--- config.mk ---
export PLATFORM = sky130hd
export DESIGN_NAME = adc_conversion_sequencer
export DESIGN_NICKNAME = d
export VERILOG_FILES = /design/src/rtl/adc_seq_pkg.sv /design/src/rtl/adc_conversion_sequencer.sv /design/src/rtl/conv_prescaler.sv
export SDC_FILE = /design/constraint.sdc
export NUM_CORES = 1
export LEC_CHECK = 0
export BUFFER_PORTS_ARGS = -buffer_cell sky130_fd_sc_hd__buf_2
export CELL_PAD_IN_SITES_DETAIL_PLACEMENT = 1
export CELL_PAD_IN_SITES_GLOBAL_PLACEMENT = 2
export CORE_ASPECT_RATIO = 0.75
export CORE_UTILIZATION = 35
export DETAILED_ROUTE_END_ITERATION = 8
export PLACE_DENSITY = 0.95
export SYNTH_ARGS = -nofsm -noshare
export SYNTH_HDL_FRONTEND = slang
export SYNTH_SLANG_ARGS = --single-unit
--- constraint.sdc ---
create_clock -name clk -period 5.19 [get_ports clk]
set_input_delay 0.7785 -clock clk [delete_from_list [all_inputs] [get_ports clk]]
set_output_delay 0.7785 -clock clk [all_outputs]
set_load 0.01 [all_outputs]
--- src/rtl/adc_seq_pkg.sv ---
package adc_seq_pkg;

  localparam int unsigned ADDR_W = 8;
  localparam int unsigned DATA_W = 32;
  localparam int unsigned RES_W  = 10;
  localparam int unsigned CODE_W = 7;

  // Register byte addresses
  localparam logic [7:0] CONV_CONTROL_OFFSET = 8'h00;
  localparam logic [7:0] RESULT_HIGH_OFFSET  = 8'h04;
  localparam logic [7:0] RESULT_LOW_OFFSET   = 8'h08;
  localparam logic [7:0] GAIN_CONTROL_OFFSET = 8'h0C;
  localparam logic [7:0] NCHAN_OFFSET_OFFSET = 8'h10;
  localparam logic [7:0] PCHAN_OFFSET_OFFSET = 8'h14;
  localparam logic [7:0] CONV_STATUS_OFFSET  = 8'h18;

  // conv_control_reg fields
  localparam int unsigned BUSY_BIT      = 0;
  localparam int unsigned PRESCALE_BIT  = 1;
  localparam int unsigned MODE_BIT      = 2;
  localparam int unsigned CHANNEL_LSB   = 3;
  localparam int unsigned CHANNEL_W     = 3;

  // gain_control_reg fields
  localparam int unsigned GAIN_LSB      = 0;
  localparam int unsigned GAIN_W        = 3;
  localparam int unsigned NULL_CFG_BIT  = 5;
  localparam int unsigned TEMP_EN_BIT   = 6;
  localparam int unsigned AUX_AMP_BIT   = 7;

  // Offset register fields
  localparam int unsigned CAL_EN_BIT    = 7;
  localparam int unsigned SIGN_BIT      = 6;

  // conv_status_reg fields
  localparam int unsigned STATUS_INVALID_BIT = 0;

  localparam logic [7:0] CONV_CONTROL_RESET = 8'h00;
  localparam logic [7:0] GAIN_CONTROL_RESET = 8'h00;
  localparam logic [7:0] OFFSET_RESET       = 8'h40;
  localparam logic [9:0] RESULT_RESET       = 10'h000;

  // Converter cycle split, 15 in total
  localparam int unsigned SAMPLE_CYCLES   = 3;
  localparam int unsigned AUTOZERO_CYCLES = 1;
  localparam int unsigned CONVERT_CYCLES  = 10;
  localparam int unsigned LOAD_CYCLES     = 1;
  localparam int unsigned TOTAL_CYCLES    =
    SAMPLE_CYCLES + AUTOZERO_CYCLES + CONVERT_CYCLES + LOAD_CYCLES;

  localparam int unsigned PRESCALE_DIV_A = 16;
  localparam int unsigned PRESCALE_DIV_B = 32;

  typedef enum logic [2:0] {
    SEQ_IDLE,
    SEQ_ARMED,
    SEQ_SAMPLE,
    SEQ_AUTOZERO,
    SEQ_CONVERT,
    SEQ_LOAD
  } seq_state_t;

endpackage : adc_seq_pkg

--- src/rtl/adc_conversion_sequencer.sv ---
// Added by the designer: the placing of the registers and the APB register port.
`timescale 1ns/1ns
// How it works
// - A conversion takes exactly 15 converter clocks, sampling through result load.
// - Writing busy high starts a conversion and powers the converter up at once.
// - Sample turns on at the first converter edge after the write, for three clocks.
// - Cycles split as 3 sample, 1 auto-zero, 10 bit decisions, 1 load.
// - Completion clears the busy flag and powers the converter down.
// - All ten result bits load into both result registers in one edge.
// - While busy, writes to control bits other than busy are ignored.
// - Software may clear busy to stop; one write then reloads fields and restarts.
// - Converter clock is main clock over a prescaler with two settings.
// - With busy low the converter clock is gated and power stays off.
// - Stop or sleep powers down; the conversion restarts on wake with invalid result.
// - A debug breakpoint does not interrupt a running conversion.
// - Offset null config enables the amplifier in open-loop mode.
// - Any reset discards both stored offset codes.
// - Each offset register holds a seven-bit sign-magnitude code.
// - A calibration reference enable connects its reference and cuts the input mux.
// - Reset loads both offset registers with 040h.
module adc_conversion_sequencer #(
  parameter int unsigned DIV_A = adc_seq_pkg::PRESCALE_DIV_A,
  parameter int unsigned DIV_B = adc_seq_pkg::PRESCALE_DIV_B
) (
  input  wire logic        clk,
  input  wire logic        reset,
  input  wire logic        psel,
  input  wire logic        penable,
  input  wire logic        pwrite,
  input  wire logic [7:0]  paddr,
  input  wire logic [31:0] pwdata,
  output logic      [31:0] prdata,
  output logic             pready,
  output logic             pslverr,
  input  wire logic        low_power_mode,
  input  wire logic        comparator_high,
  output logic             conv_power_on,
  output logic             conv_clock_run,
  output logic             sample_on,
  output logic             autozero_on,
  output logic      [9:0]  sar_trial,
  output logic      [2:0]  channel_select,
  output logic             conv_mode,
  output logic      [2:0]  amp_gain,
  output logic             amp_enable,
  output logic             amp_open_loop,
  output logic             temp_sensor_enable,
  output logic             aux_amp_enable,
  output logic             n_cal_reference,
  output logic             p_cal_reference,
  output logic             input_mux_enable,
  output logic      [6:0]  nchan_offset_code,
  output logic      [6:0]  pchan_offset_code
);

  localparam logic [3:0] SAMPLE_LAST  = 4'(adc_seq_pkg::SAMPLE_CYCLES - 1);
  localparam logic [3:0] CONVERT_LAST = 4'(adc_seq_pkg::CONVERT_CYCLES - 1);

  adc_seq_pkg::seq_state_t state;
  adc_seq_pkg::seq_state_t next_state;

  logic [7:0] conv_control_reg;
  logic [7:0] gain_control_reg;
  logic [7:0] nchan_offset_reg;
  logic [7:0] pchan_offset_reg;
  logic [9:0] result_pair;
  logic [9:0] sar;
  logic [3:0] step;
  logic       result_invalid;
  logic       tick;

  logic [7:0] next_conv_control_reg;
  logic [7:0] next_gain_control_reg;
  logic [7:0] next_nchan_offset_reg;
  logic [7:0] next_pchan_offset_reg;
  logic [9:0] next_result_pair;
  logic [9:0] next_sar;
  logic [3:0] next_step;
  logic       next_result_invalid;
  logic [31:0] next_prdata;
  logic        next_pready;
  logic        next_pslverr;

  logic setup;
  logic wr;
  logic busy;
  logic sw_start;
  logic sw_stop;

  assign setup = psel && !penable;
  assign wr    = psel && penable && pwrite && pready;
  assign busy  = conv_control_reg[adc_seq_pkg::BUSY_BIT];

  // Converter clock only runs while busy, and not while the core sleeps
  conv_prescaler #(
    .DIV_A (DIV_A),
    .DIV_B (DIV_B)
  ) u_prescaler (
    .clk      (clk),
    .reset    (reset),
    .enable   (busy && !low_power_mode),
    .select_b (conv_control_reg[adc_seq_pkg::PRESCALE_BIT]),
    .tick     (tick)
  );

  // APB slave: zero wait states, answer prepared in the setup cycle
  always_comb begin
    next_prdata  = '0;
    next_pready  = setup;
    next_pslverr = 1'b0;
    if (setup) begin
      if (paddr == adc_seq_pkg::CONV_CONTROL_OFFSET) begin
        next_prdata[7:0] = conv_control_reg;
      end else if (paddr == adc_seq_pkg::RESULT_HIGH_OFFSET) begin
        next_prdata[7:0] = result_pair[9:2];
      end else if (paddr == adc_seq_pkg::RESULT_LOW_OFFSET) begin
        next_prdata[7:0] = {result_pair[1:0], 6'h00};
      end else if (paddr == adc_seq_pkg::GAIN_CONTROL_OFFSET) begin
        next_prdata[7:0] = gain_control_reg;
      end else if (paddr == adc_seq_pkg::NCHAN_OFFSET_OFFSET) begin
        next_prdata[7:0] = nchan_offset_reg;
      end else if (paddr == adc_seq_pkg::PCHAN_OFFSET_OFFSET) begin
        next_prdata[7:0] = pchan_offset_reg;
      end else if (paddr == adc_seq_pkg::CONV_STATUS_OFFSET) begin
        next_prdata[adc_seq_pkg::STATUS_INVALID_BIT] = result_invalid;
      end else begin
        next_pslverr = 1'b1;
      end
    end
  end

  always_ff @(posedge clk or posedge reset) begin
    if (reset) begin
      prdata  <= '0;
      pready  <= 1'b0;
      pslverr <= 1'b0;
    end else begin
      prdata  <= next_prdata;
      pready  <= next_pready;
      pslverr <= next_pslverr;
    end
  end

  assign sw_start = wr && (paddr == adc_seq_pkg::CONV_CONTROL_OFFSET)
                    && pwdata[adc_seq_pkg::BUSY_BIT] && !busy;
  assign sw_stop  = wr && (paddr == adc_seq_pkg::CONV_CONTROL_OFFSET)
                    && !pwdata[adc_seq_pkg::BUSY_BIT] && busy;

  // Register file and conversion sequence share one next-state block
  always_comb begin
    next_conv_control_reg = conv_control_reg;
    next_gain_control_reg = gain_control_reg;
    next_nchan_offset_reg = nchan_offset_reg;
    next_pchan_offset_reg = pchan_offset_reg;
    next_result_pair      = result_pair;
    next_result_invalid   = result_invalid;
    next_state            = state;
    next_sar              = sar;
    next_step             = step;

    if (wr && paddr == adc_seq_pkg::CONV_CONTROL_OFFSET) begin
      if (busy) begin
        // Only the busy bit is writable mid-conversion
        next_conv_control_reg[adc_seq_pkg::BUSY_BIT] = pwdata[adc_seq_pkg::BUSY_BIT];
      end else begin
        next_conv_control_reg = pwdata[7:0];
      end
    end else if (wr && paddr == adc_seq_pkg::GAIN_CONTROL_OFFSET) begin
      next_gain_control_reg = pwdata[7:0];
    end else if (wr && paddr == adc_seq_pkg::NCHAN_OFFSET_OFFSET) begin
      next_nchan_offset_reg = pwdata[7:0];
    end else if (wr && paddr == adc_seq_pkg::PCHAN_OFFSET_OFFSET) begin
      next_pchan_offset_reg = pwdata[7:0];
    end

    if (sw_start) begin
      next_state          = adc_seq_pkg::SEQ_ARMED;
      next_result_invalid = 1'b0;
    end else if (sw_stop) begin
      next_state = adc_seq_pkg::SEQ_IDLE;
    end else if (busy && low_power_mode) begin
      // Sampled charge is lost; rerun from the start, result flagged bad
      if (state != adc_seq_pkg::SEQ_ARMED) begin
        next_result_invalid = 1'b1;
      end
      next_state = adc_seq_pkg::SEQ_ARMED;
    end else if (tick) begin
      // No debug-halt term: a breakpoint lets the conversion finish
      case (state)
        adc_seq_pkg::SEQ_ARMED: begin
          next_state = adc_seq_pkg::SEQ_SAMPLE;
          next_step  = '0;
        end
        adc_seq_pkg::SEQ_SAMPLE: begin
          if (step == SAMPLE_LAST) begin
            next_state = adc_seq_pkg::SEQ_AUTOZERO;
          end else begin
            next_step = step + 4'h1;
          end
        end
        adc_seq_pkg::SEQ_AUTOZERO: begin
          next_state = adc_seq_pkg::SEQ_CONVERT;
          next_step  = '0;
          next_sar   = 10'h200;
        end
        adc_seq_pkg::SEQ_CONVERT: begin
          // Trial bit is 9 - step; the comparator decides whether it stays
          if (!comparator_high) begin
            next_sar[4'd9 - step] = 1'b0;
          end
          if (step == CONVERT_LAST) begin
            next_state = adc_seq_pkg::SEQ_LOAD;
          end else begin
            next_sar[4'd8 - step] = 1'b1;
            next_step             = step + 4'h1;
          end
        end
        adc_seq_pkg::SEQ_LOAD: begin
          next_result_pair = sar;
          next_state       = adc_seq_pkg::SEQ_IDLE;
          next_conv_control_reg[adc_seq_pkg::BUSY_BIT] = 1'b0;
        end
        default: begin
          next_state = adc_seq_pkg::SEQ_IDLE;
        end
      endcase
    end
  end

  // Offset codes live only in flops: every reset restores 040h
  always_ff @(posedge clk or posedge reset) begin
    if (reset) begin
      conv_control_reg <= adc_seq_pkg::CONV_CONTROL_RESET;
      gain_control_reg <= adc_seq_pkg::GAIN_CONTROL_RESET;
      nchan_offset_reg <= adc_seq_pkg::OFFSET_RESET;
      pchan_offset_reg <= adc_seq_pkg::OFFSET_RESET;
      result_pair      <= adc_seq_pkg::RESULT_RESET;
      result_invalid   <= 1'b0;
      state            <= adc_seq_pkg::SEQ_IDLE;
      sar              <= '0;
      step             <= '0;
    end else begin
      conv_control_reg <= next_conv_control_reg;
      gain_control_reg <= next_gain_control_reg;
      nchan_offset_reg <= next_nchan_offset_reg;
      pchan_offset_reg <= next_pchan_offset_reg;
      result_pair      <= next_result_pair;
      result_invalid   <= next_result_invalid;
      state            <= next_state;
      sar              <= next_sar;
      step             <= next_step;
    end
  end

  // Analog-facing controls, all registered from the next values
  always_ff @(posedge clk or posedge reset) begin
    if (reset) begin
      conv_power_on      <= 1'b0;
      conv_clock_run     <= 1'b0;
      sample_on          <= 1'b0;
      autozero_on        <= 1'b0;
      sar_trial          <= '0;
      channel_select     <= '0;
      conv_mode          <= 1'b0;
      amp_gain           <= '0;
      amp_enable         <= 1'b0;
      amp_open_loop      <= 1'b0;
      temp_sensor_enable <= 1'b0;
      aux_amp_enable     <= 1'b0;
      n_cal_reference    <= 1'b0;
      p_cal_reference    <= 1'b0;
      input_mux_enable   <= 1'b1;
      nchan_offset_code  <= adc_seq_pkg::OFFSET_RESET[6:0];
      pchan_offset_code  <= adc_seq_pkg::OFFSET_RESET[6:0];
    end else begin
      conv_power_on  <= next_conv_control_reg[adc_seq_pkg::BUSY_BIT]
                        && !low_power_mode;
      conv_clock_run <= next_conv_control_reg[adc_seq_pkg::BUSY_BIT]
                        && !low_power_mode;
      sample_on      <= next_state == adc_seq_pkg::SEQ_SAMPLE;
      autozero_on    <= next_state == adc_seq_pkg::SEQ_AUTOZERO;
      sar_trial      <= next_sar;
      channel_select <= next_conv_control_reg[adc_seq_pkg::CHANNEL_LSB +: adc_seq_pkg::CHANNEL_W];
      conv_mode      <= next_conv_control_reg[adc_seq_pkg::MODE_BIT];
      amp_gain       <= next_gain_control_reg[adc_seq_pkg::GAIN_LSB +: adc_seq_pkg::GAIN_W];
      amp_open_loop  <= next_gain_control_reg[adc_seq_pkg::NULL_CFG_BIT];
      amp_enable     <= next_gain_control_reg[adc_seq_pkg::NULL_CFG_BIT]
                        || (next_gain_control_reg[adc_seq_pkg::GAIN_LSB +: adc_seq_pkg::GAIN_W]
                            != 3'h0);
      temp_sensor_enable <= next_gain_control_reg[adc_seq_pkg::TEMP_EN_BIT];
      aux_amp_enable     <= next_gain_control_reg[adc_seq_pkg::AUX_AMP_BIT];
      n_cal_reference    <= next_nchan_offset_reg[adc_seq_pkg::CAL_EN_BIT];
      p_cal_reference    <= next_pchan_offset_reg[adc_seq_pkg::CAL_EN_BIT];
      input_mux_enable   <= !(next_nchan_offset_reg[adc_seq_pkg::CAL_EN_BIT]
                              || next_pchan_offset_reg[adc_seq_pkg::CAL_EN_BIT]);
      nchan_offset_code  <= next_nchan_offset_reg[6:0];
      pchan_offset_code  <= next_pchan_offset_reg[6:0];
    end
  end

endmodule : adc_conversion_sequencer

--- src/rtl/conv_prescaler.sv ---
`timescale 1ns/1ns
module conv_prescaler #(
  parameter int unsigned DIV_A = adc_seq_pkg::PRESCALE_DIV_A,
  parameter int unsigned DIV_B = adc_seq_pkg::PRESCALE_DIV_B
) (
  input  wire logic clk,
  input  wire logic reset,
  input  wire logic enable,
  input  wire logic select_b,
  output logic      tick
);

  localparam int unsigned CNT_W = $clog2(DIV_B > DIV_A ? DIV_B : DIV_A);
  localparam logic [CNT_W-1:0] LAST_A = CNT_W'(DIV_A - 1);
  localparam logic [CNT_W-1:0] LAST_B = CNT_W'(DIV_B - 1);

  logic [CNT_W-1:0] count;
  logic [CNT_W-1:0] next_count;
  logic             next_tick;

  // Counter held at zero while disabled, so no converter edge runs when idle
  always_comb begin
    next_count = '0;
    next_tick  = 1'b0;
    if (enable) begin
      if (count == (select_b ? LAST_B : LAST_A)) begin
        next_tick = 1'b1;
      end else begin
        next_count = count + CNT_W'(1);
      end
    end
  end

  always_ff @(posedge clk or posedge reset) begin
    if (reset) begin
      count <= '0;
      tick  <= 1'b0;
    end else begin
      count <= next_count;
      tick  <= next_tick;
    end
  end

endmodule : conv_prescaler

==> flow_summary.json, run 1 <==
{
  "crit_family": "simple AND/OR/NAND/NOR gates",
  "skew_ns": 0.00705,
  "vias": 3288,
  "syn_avg_cell_area_um2": 10.8,
  "tightest_slew_ns": 1.18,
  "syn2layout_area_growth_pct": 15.0,
  "ant_nets": 0,
  "grt_pass1_vias": 3420,
  "p_total_mw": 1.50,
  "crit_required_ns": 5.43,
  "stdcell_area_mm2": 0.00497,
  "synth_top_flop_cell": "dfrtp_1",
  "worstSkewPairLatency_ns": 0.34,
  "arrival_ns": 2.92,
  "io_buffers": 74,
  "ir_drop_v": 0.000170,
  "slew_viol_final": 0,
  "yosysSeqAreaShare": 0.470,
  "htreeDepth": 3,
  "cp-end-kind": "flip-flop",
  "gp_congestion": 0.839,
  "finalSetupViolations": 0,
  "synth-edff-count": 0,
  "core_area_mm2": 0.0118,
  "cts_tree": "done",
  "grtUsageTotal": 0.191,
  "grt_pass1_wl_um": 18600,
  "yosysTopAreaCell": "dfrtp_1",
  "rsz0062_at_grt": "false",
  "grt_max_degree": 82,
  "crit_path_top_delay_cell": "nor3_1",
  "wl_um": 11700,
  "startpoint_type": "input port",
  "die_w_um": 130,
  "ys_top_cells_by_area": "dfrtp_1 (45%), mux2_2 (11%), buf_4 (5.4%), a21oi_1 (2.3%), a21o_1 (2.1%)",
  "power_density_mw_per_mm2": 301,
  "cts_setup_buffers": 0,
  "ys_seq_elements": 81,
  "fin_cells": 625,
  "antenna_found_initial": 0,
  "grt-ovfl-total": 0,
  "cp_max_fo": 8,
  "setup_tns_ns": 0,
  "io_pins": 123,
  "drcViolationCount": 0,
  "hpwl_um": 8580,
  "cts_inserted_buffers": 9,
  "yosysTopAreaCellShare": 0.452,
  "period_share": 0.516,
  "fmax_ghz": 0.373,
  "initial_core_util": 0.366,
  "cap_violations": 0,
  "die_h_um": 98.2,
  "dp.cells": 609,
  "numClockSinks": 81,
  "syn-cell-area_mm2": 0.00432,
  "drive_above_1_share": 0.322,
  "post_drt_wl_per_cell_um": 18.7,
  "first_pass_iters": 5,
  "top_regs": "result_pair: 10 flops, sar_trial: 10 flops, prdata: 8 flops",
  "drt_iter0_markers": 180,
  "hp-class": "reg -> reg",
  "ys_async_sr_fraction": 1.00,
  "max_stage_delay_ns": 0.98,
  "fin_hold_ws_ns": 0.479,
  "final_hold_viol_count": 0,
  "worst-setup-path-type": "in -> reg",
  "synth_cell_types": 64,
  "yosysWarnings": 0,
  "ctsHoldBuffers": 0,
  "root_buffer": "clkbuf_16",
  "die_area_mm2": 0.0128,
  "fin_crit_ns": 2.68,
  "layout_commonest_cell": "dfrtp_1",
  "layout_common_cells": "dfrtp_1 (78), buf_2 (74), mux2_2 (42)",
  "timing.slew.headroom": 0.207,
  "cts.reportedPaths.clkPinSlew_ns": 0.06,
  "p_leak_nw": 2.50,
  "vias_per_cell": 5.26,
  "nets": 512,
  "outcome": "complete, no violations",
  "rows": 34,
  "num_antenna_cells": 0,
  "synthCells": 402,
  "placement.cell_area_mm2": 0.00465,
  "clk_path_buf_depth": 2,
  "path_buf_inv": 1,
  "crit_path_cell_trace": "buf_2, or3_1, nor3_1, o221ai_1, a21oi_1",
  "cts-resized-gates": 0
}
power breakdown:
group	total (mW)	internal (mW)	switching [mW]
sequential	0.667	0.645	0.0215
combinational	0.150	0.0571	0.0931
clock	0.682	0.421	0.261
total	1.50	1.12	0.376
cells in the mapped netlist (all sizes together), types with 4 or more instances:
master,n
a21o,12
nor2,23
nand3,5
nor3,6
o22ai,7
o211a,5
a21oi,20
ha,7
xor2,6
nor2b,13
nand2,22
o21ai,8
nor4,4
a32o,6
dfrtp,78
mux2,42
a22oi,7
buf,40
clkbuf,13
inv,10
nand2b,8
nand4,4
metrics by stage:
step / util / setup slack [ns]
after floorplan: - / 2.34
after global placement: 0.393 / 2.29
after detailed placement: 0.393 / 2.20
after CTS: 0.420 / 2.54
after global routing: 0.420 / 2.39
final: 0.420 / 2.51
worst paths after layout:
kind / slack (ns) / depth (start not counted) / from / end
worst min-delay path: 0.48 / 1 / u_prescaler.count[0] / u_prescaler.count[0]
worst min register to register: 0.48 / 1 / u_prescaler.count[0] / u_prescaler.count[0]
worst max register to register: 2.78 / 5 / state[2] / sar_trial[8]
max in group asynchronous: 3.73 / 3 / reset / pchan_offset_code[4]
min in group asynchronous: 0.77 / 3 / reset / prdata[5]
worst max-delay path: 2.51 / 5 / paddr[7] / prdata[7]
routing by layer:
metal  vias to the layer above  global-route usage  wire (µm)
li1                       1500                   -          -
met1                      1683               0.276       5570
met2                       100               0.282       5240
met3                         5              0.0548        807
met4                         0              0.0407         46
met5                         -                   0          0
cell families (layout without fill, tap and decap cells):
family                   Yosys count  after routing  synth area share
AND/OR/NAND/NOR                  109            109             0.142
AO/OA/AOI/OAI                     87             87             0.146
flip-flops                        81             81             0.470
buffers and inverters             63            101            0.0868
multiplexers                      45             45             0.116
XOR/XNOR                           9              9            0.0182
adder cells (fa/ha/maj)            7              7            0.0203
other                              1             24          0.000867
layout make-up:
class | count | area, µm²
flip-flops and latches | 81 | 2030
well taps | 162 | 203
repair buffers | 75 | 378
fillers | 1364 | 6850
clock inverters | 7 | 93.8
clock buffers | 9 | 225
inverters | 10 | 38.8
multi-input cells | 281 | 2000
Note: power is estimated with default switching activity, not from simulation.
==> inputs of run 2 (changes only) <==
Settings changed: CORE_UTILIZATION 35 to 29, PLACE_DENSITY 0.95 to 0.87.
Clock period 5.19 ns to 2.3 ns, I/O delays scaled along.
==> run 2 against run 1 <==
Utilization down 6.2 points. Sequential share of layout area down 1.7 points. Clock skew up 0.0040 ns. Via count up 2.6%. Worst hold slack worse by 0.19 ns.
==> flow_summary.json, run 2 (synthesized netlist as in run 1, its figures left out) <==
{
  "p_total_mw": 3.33,
  "hpwl_um": 9080,
  "cp-end-kind": "flip-flop",
  "r2r_start": "step[0]",
  "arrival_ns": 2.36,
  "initial_core_util": 0.298,
  "die_area_mm2": 0.0154,
  "cts_setup_buffers": 0,
  "vias_per_cell": 4.92,
  "wl_um": 12100,
  "dp.cells": 669,
  "numClockSinks": 81,
  "cts_inserted_buffers": 9,
  "vias": 3375,
  "die_h_um": 108,
  "fmax_ghz": 0.467,
  "top_regs": "result_pair: 10 flops, sar_trial: 10 flops, prdata: 8 flops",
  "skew_ns": 0.0110,
  "ir_drop_v": 0.000293,
  "grt-ovfl-total": 0,
  "final_hold_viol_count": 0,
  "drt_iter0_markers": 143,
  "drcViolationCount": 0,
  "layout_common_cells": "dfrtp_1 (78), buf_2 (74), mux2_2 (42)",
  "worst-setup-path-type": "reg -> reg",
  "period_share": 0.930,
  "ant_nets": 0,
  "power_density_mw_per_mm2": 642,
  "first_pass_iters": 5,
  "p_leak_nw": 2.61,
  "io_buffers": 74,
  "syn2layout_area_growth_pct": 20.1,
  "core_area_mm2": 0.0145,
  "rows": 38,
  "num_antenna_cells": 0,
  "post_drt_wl_per_cell_um": 17.6,
  "hp-class": "in -> reg",
  "setup_tns_ns": 0,
  "grt_pass1_vias": 3522,
  "fin_cells": 686,
  "finalSetupViolations": 0,
  "rsz0062_at_grt": "false",
  "cts_tree": "done",
  "root_buffer": "clkbuf_16",
  "antenna_found_initial": 0,
  "drive_above_1_share": 0.352,
  "grt_max_degree": 70,
  "gp_congestion": 0.827,
  "min_from": "pwdata[6]",
  "outcome": "complete, no violations",
  "htreeDepth": 3,
  "grt_pass1_wl_um": 19300,
  "timing.slew.headroom": 0.608,
  "die_w_um": 143,
  "cap_violations": 0,
  "tightest_slew_ns": 0.588,
  "io_pins": 123,
  "cts.reportedPaths.clkPinSlew_ns": 0.06,
  "slew_viol_final": 0,
  "worstSkewPairLatency_ns": 0.34,
  "fillers": 1667,
  "grtUsageTotal": 0.166,
  "nets": 535,
  "layout_commonest_cell": "dfrtp_1",
  "cp-startpoint": "step[0]",
  "crit_required_ns": 2.52,
  "startpoint_type": "flip-flop",
  "cp_max_fo": 7,
  "clk_path_buf_depth": 2,
  "fin_crit_ns": 2.14
}
## run 2: cell type report
| type | instances | area [µm²] | share of cell area |
|---|---|---|---|
| well taps | 200 | 250 | 0.0482 |
| multi-input cells | 281 | 2010 | 0.386 |
| clock inverters | 5 | 56.3 | 0.0108 |
| flip-flops and latches | 81 | 2030 | 0.391 |
| clock buffers | 11 | 243 | 0.0467 |
| repair buffers | 98 | 566 | 0.109 |
| inverters | 10 | 41.3 | 0.00795 |
## run 2: final timing paths
kind,end,slack [ns],depth (start not counted)
setup / recovery,step[2],0.16,7
hold / removal,conv_control_reg[6],0.29,2
setup reg to reg,step[2],0.16,7
min in group asynchronous,pready,0.51,3
hold reg to reg,u_prescaler.count[0],0.47,1
max in group asynchronous,input_mux_enable,1.09,4
## run 2: what timing repair did
item,in CTS,in global routing
gates resized for setup,0,1
hold buffers,1,0
endpoints found under the hold margin,12,0
endpoints found under the setup margin,0,7
## run 2: routing by layer
layer	vias to the layer above	part of all wire	global-route usage
li1	1546	-	-
met1	1721	0.48	0.223
met2	97	0.46	0.256
met3	11	0.055	0.0520
met4	0	0.0093	0.0438
met5	-	0	0
## run 2: worst max-delay path, cell delays in order, from the launching register on
cell and delay [ns]:
dfrtp_1 0.47, inv_1 0.17, ha_1 0.20, or3b_2 0.49
a221o_1 0.32, nand2_1 0.13, nor2_1 0.11, o2bb2ai_1 0.14
## run 2: power breakdown
group          internal (mW)  switching (mW)
combinational          0.155           0.229
clock                  0.869           0.588
sequential              1.46          0.0363
## run 2: metrics by stage
| stage | util | setup slack (ns) | cell area, µm² | hold WS (ns) |
|---|---|---|---|---|
| 3_5_place_dp | 0.337 | 0.145 | 4880 | 0.336 |
| 4_1_cts | 0.358 | 0.117 | 5190 | 0.285 |
| 5_1_grt | 0.358 | 0.0546 | 5190 | 0.290 |
| 6_report | 0.358 | 0.160 | 5190 | 0.290 |
| 3_3_place_gp | 0.337 | 0.226 | 4880 | 0.336 |
| 2_1_floorplan | - | 0.352 | 4410 | 0.429 |
==> inputs of run 3 (changes only) <==
Settings changed: SYNTH_HIERARCHICAL set to 1.
Clock period 2.3 ns to 1.9 ns, I/O delays scaled along.
==> run 3 against run 2 <==
The flow now finishes with violations (negative setup slack). Setup slack got worse by 0.17 ns. Largest cell class is now multi-input gates. Highest routed layer unchanged. Register-to-register slack worse by 0.15 ns. Sequential power rose by 17%. Count of clock-buffer cells in the layout is the same. Synthesized cell count fell by 2.7%. Cell count is 1.9% higher. Area after synthesis shrank 1.5%. Worst hold slack worse by 0.093 ns. Wire length up 6.6%. Clock power grew 45%.
==> flow_summary.json, run 3 <==
{
  "violations": "negative setup slack",
  "cts.reportedPaths.clkPinSlew_ns": 0.06,
  "synthCells": 391,
  "die_h_um": 107,
  "arrival_ns": 2.13,
  "htreeDepth": 3,
  "nets": 553,
  "dr_wl_met2_um": 6250,
  "first_pass_iters": 4,
  "root_buffer": "clkbuf_16",
  "hpwl_um": 9160,
  "syn2layout_area_growth_pct": 28.8,
  "outcome": "finished with violations",
  "power_density_mw_per_mm2": 751,
  "grt_pass1_wl_um": 20500,
  "vias_per_cell": 4.84,
  "io_buffers": 74,
  "ir_drop_v": 0.000421,
  "synth-edff-count": 0,
  "drt_iter0_markers": 216,
  "worst-setup-path-type": "in -> reg",
  "hp-class": "in -> reg",
  "layout_common_cells": "dfrtp_1 (78), buf_2 (74), buf_4 (46)",
  "yosysSeqAreaShare": 0.477,
  "final_hold_viol_count": 0,
  "core_area_mm2": 0.0140,
  "grtUsageTotal": 0.179,
  "slew_viol_final": 0,
  "rows": 37,
  "syn_avg_cell_area_um2": 10.9,
  "layout_commonest_cell": "dfrtp_1",
  "yosysTopAreaCell": "dfrtp_1",
  "cts_inserted_buffers": 9,
  "tightest_slew_ns": 0.605,
  "period_share": 1.00,
  "drive_above_1_share": 0.411,
  "seqCellArea_mm2": 0.00203,
  "drcViolationCount": 0,
  "ant_nets": 0,
  "vias": 3382,
  "fillers": 1566,
  "cts_setup_buffers": 0,
  "multi_input_area_mm2": 0.00205,
  "synthTopCellsByCount": "dfrtp_1 (78), buf_4 (33), mux2_2 (31)",
  "crit_required_ns": 2.13,
  "synth_most_common_cell": "dfrtp_1",
  "fmax_ghz": 0.525,
  "cp_max_fo": 6,
  "dp_slack_ns": -0.423,
  "ff2ff_path_depth": 5,
  "antenna_found_initial": 0,
  "top_regs": "result_pair: 10 flops, sar_trial: 10 flops, prdata: 8 flops",
  "io_pins": 123,
  "yosysTopAreaCellShare": 0.459,
  "clk_path_buf_depth": 2,
  "syn-cell-area_mm2": 0.00426,
  "grt_pass1_vias": 3700,
  "p_total_mw": 4.12,
  "fin_crit_ns": 1.91,
  "gp_congestion": 0.798,
  "cap_violations": 0,
  "wl_met1_um": 5990,
  "skew_ns": 0.00606,
  "placement.cell_area_mm2": 0.00504,
  "synth_top_flop_cell": "dfrtp_1",
  "synth_cell_types": 57,
  "fin_hold_ws_ns": 0.197,
  "cts_tree": "done",
  "p_leak_nw": 2.73,
  "met3_length_um": 468,
  "initial_core_util": 0.303,
  "setup_slack_ns": -0.00518,
  "top_layer": "met4",
  "startpoint_type": "input port",
  "stdcell_area_mm2": 0.00548,
  "numClockSinks": 81,
  "ys_async_sr_fraction": 1.00,
  "num_antenna_cells": 0,
  "cp-end-kind": "flip-flop",
  "ys_seq_elements": 81,
  "worstSkewPairLatency_ns": 0.34,
  "yosysWarnings": 6,
  "grt_max_degree": 76,
  "die_area_mm2": 0.0152,
  "grt-ovfl-total": 0,
  "timing.slew.headroom": 0.595,
  "wl_um": 12900,
  "post_drt_wl_per_cell_um": 18.4,
  "die_w_um": 142,
  "hold_depth": 2,
  "ys_top_cells_by_area": "dfrtp_1 (46%), mux2_2 (8.2%), buf_4 (5.8%), mux2_4 (3.5%), nor2_1 (2.6%)",
  "rsz0062_at_grt": "true",
  "finalSetupViolations": 3
}
## run 3: area by class of cell
cell class,instances,area share
clock buffers,11,0.0424
clock inverters,5,0.0233
inverters,12,0.00890
multi-input cells,273,0.375
flip-flops and latches,81,0.370
well taps,195,0.0445
repair buffers,122,0.136
## run 3: worst max-delay path, cell delays in order
cell and delay, ns:
buf_2 0.10, or4_4 0.54, buf_4 0.17, nor4_1 0.34
buf_4 0.18, nand2_1 0.06, buf_4 0.18, mux2_2 0.28
## run 3: path summary, 6_finish.rpt
path | start | end | slack (ns)
min in group asynchronous | reset | u_prescaler/count[3] | 0.44
worst min-delay path | low_power_mode | conv_clock_run | 0.20
worst max-delay path | paddr[5] | pchan_offset_code[1] | -0.005
max in group asynchronous | reset | nchan_offset_reg[6] | 0.93
worst min register to register | u_prescaler/count[0] | u_prescaler/count[0] | 0.49
worst max register to register | pready | result_pair[5] | 0.01
## run 3: cell families (layout without fill, tap and decap cells)
group / count (synthesis) / after routing / synth area share
buffers and inverters: 61 / 150 / 0.0888
other: 1 / 24 / 0.000881
and+or+nand+nor: 102 / 102 / 0.128
muxes: 50 / 50 / 0.138
DFF: 81 / 81 / 0.477
AOI/OAI and AO/OA: 80 / 81 / 0.128
xor gates and xnor gates: 9 / 9 / 0.0185
adders and majority gates: 7 / 7 / 0.0206
## run 3: power breakdown
part / internal, mW / switching, mW / leakage [nW] / total (mW)
sequential: 1.74 / 0.00854 / 1.11 / 1.75
combinational: 0.0893 / 0.175 / 1.45 / 0.265
clock: 1.42 / 0.692 / 0.170 / 2.11
## run 3: what timing repair did
| item | CTS | global route |
|---|---|---|
| resized for setup | 9 | 10 |
| hold buffers | 1 | 0 |
| setup endpoints to repair | 25 | 35 |
| cloned | 1 | 0 |
| pin swaps | 3 | 0 |
| hold endpoints to repair | 6 | 0 |
## run 3: layer usage
| metal | vias up | GRT usage |
|---|---|---|
| met2 | 73 | 0.296 |
| li1 | 1538 | - |
| met5 | - | 0 |
| met3 | 16 | 0.0406 |
| met4 | 0 | 0.0515 |
| met1 | 1755 | 0.235 |
## run 3: metrics by stage
| step | utilization | std cells | TNS (ns) |
|---|---|---|---|
| CTS | 0.389 | 699 | 0 |
| global placement | 0.359 | 681 | -19.22 |
| global route | 0.391 | 699 | -0.710 |
| finish | 0.391 | 699 | -0.00855 |
| detailed placement | 0.359 | 681 | -21.75 |
| floorplan | - | 414 | -10.67 |
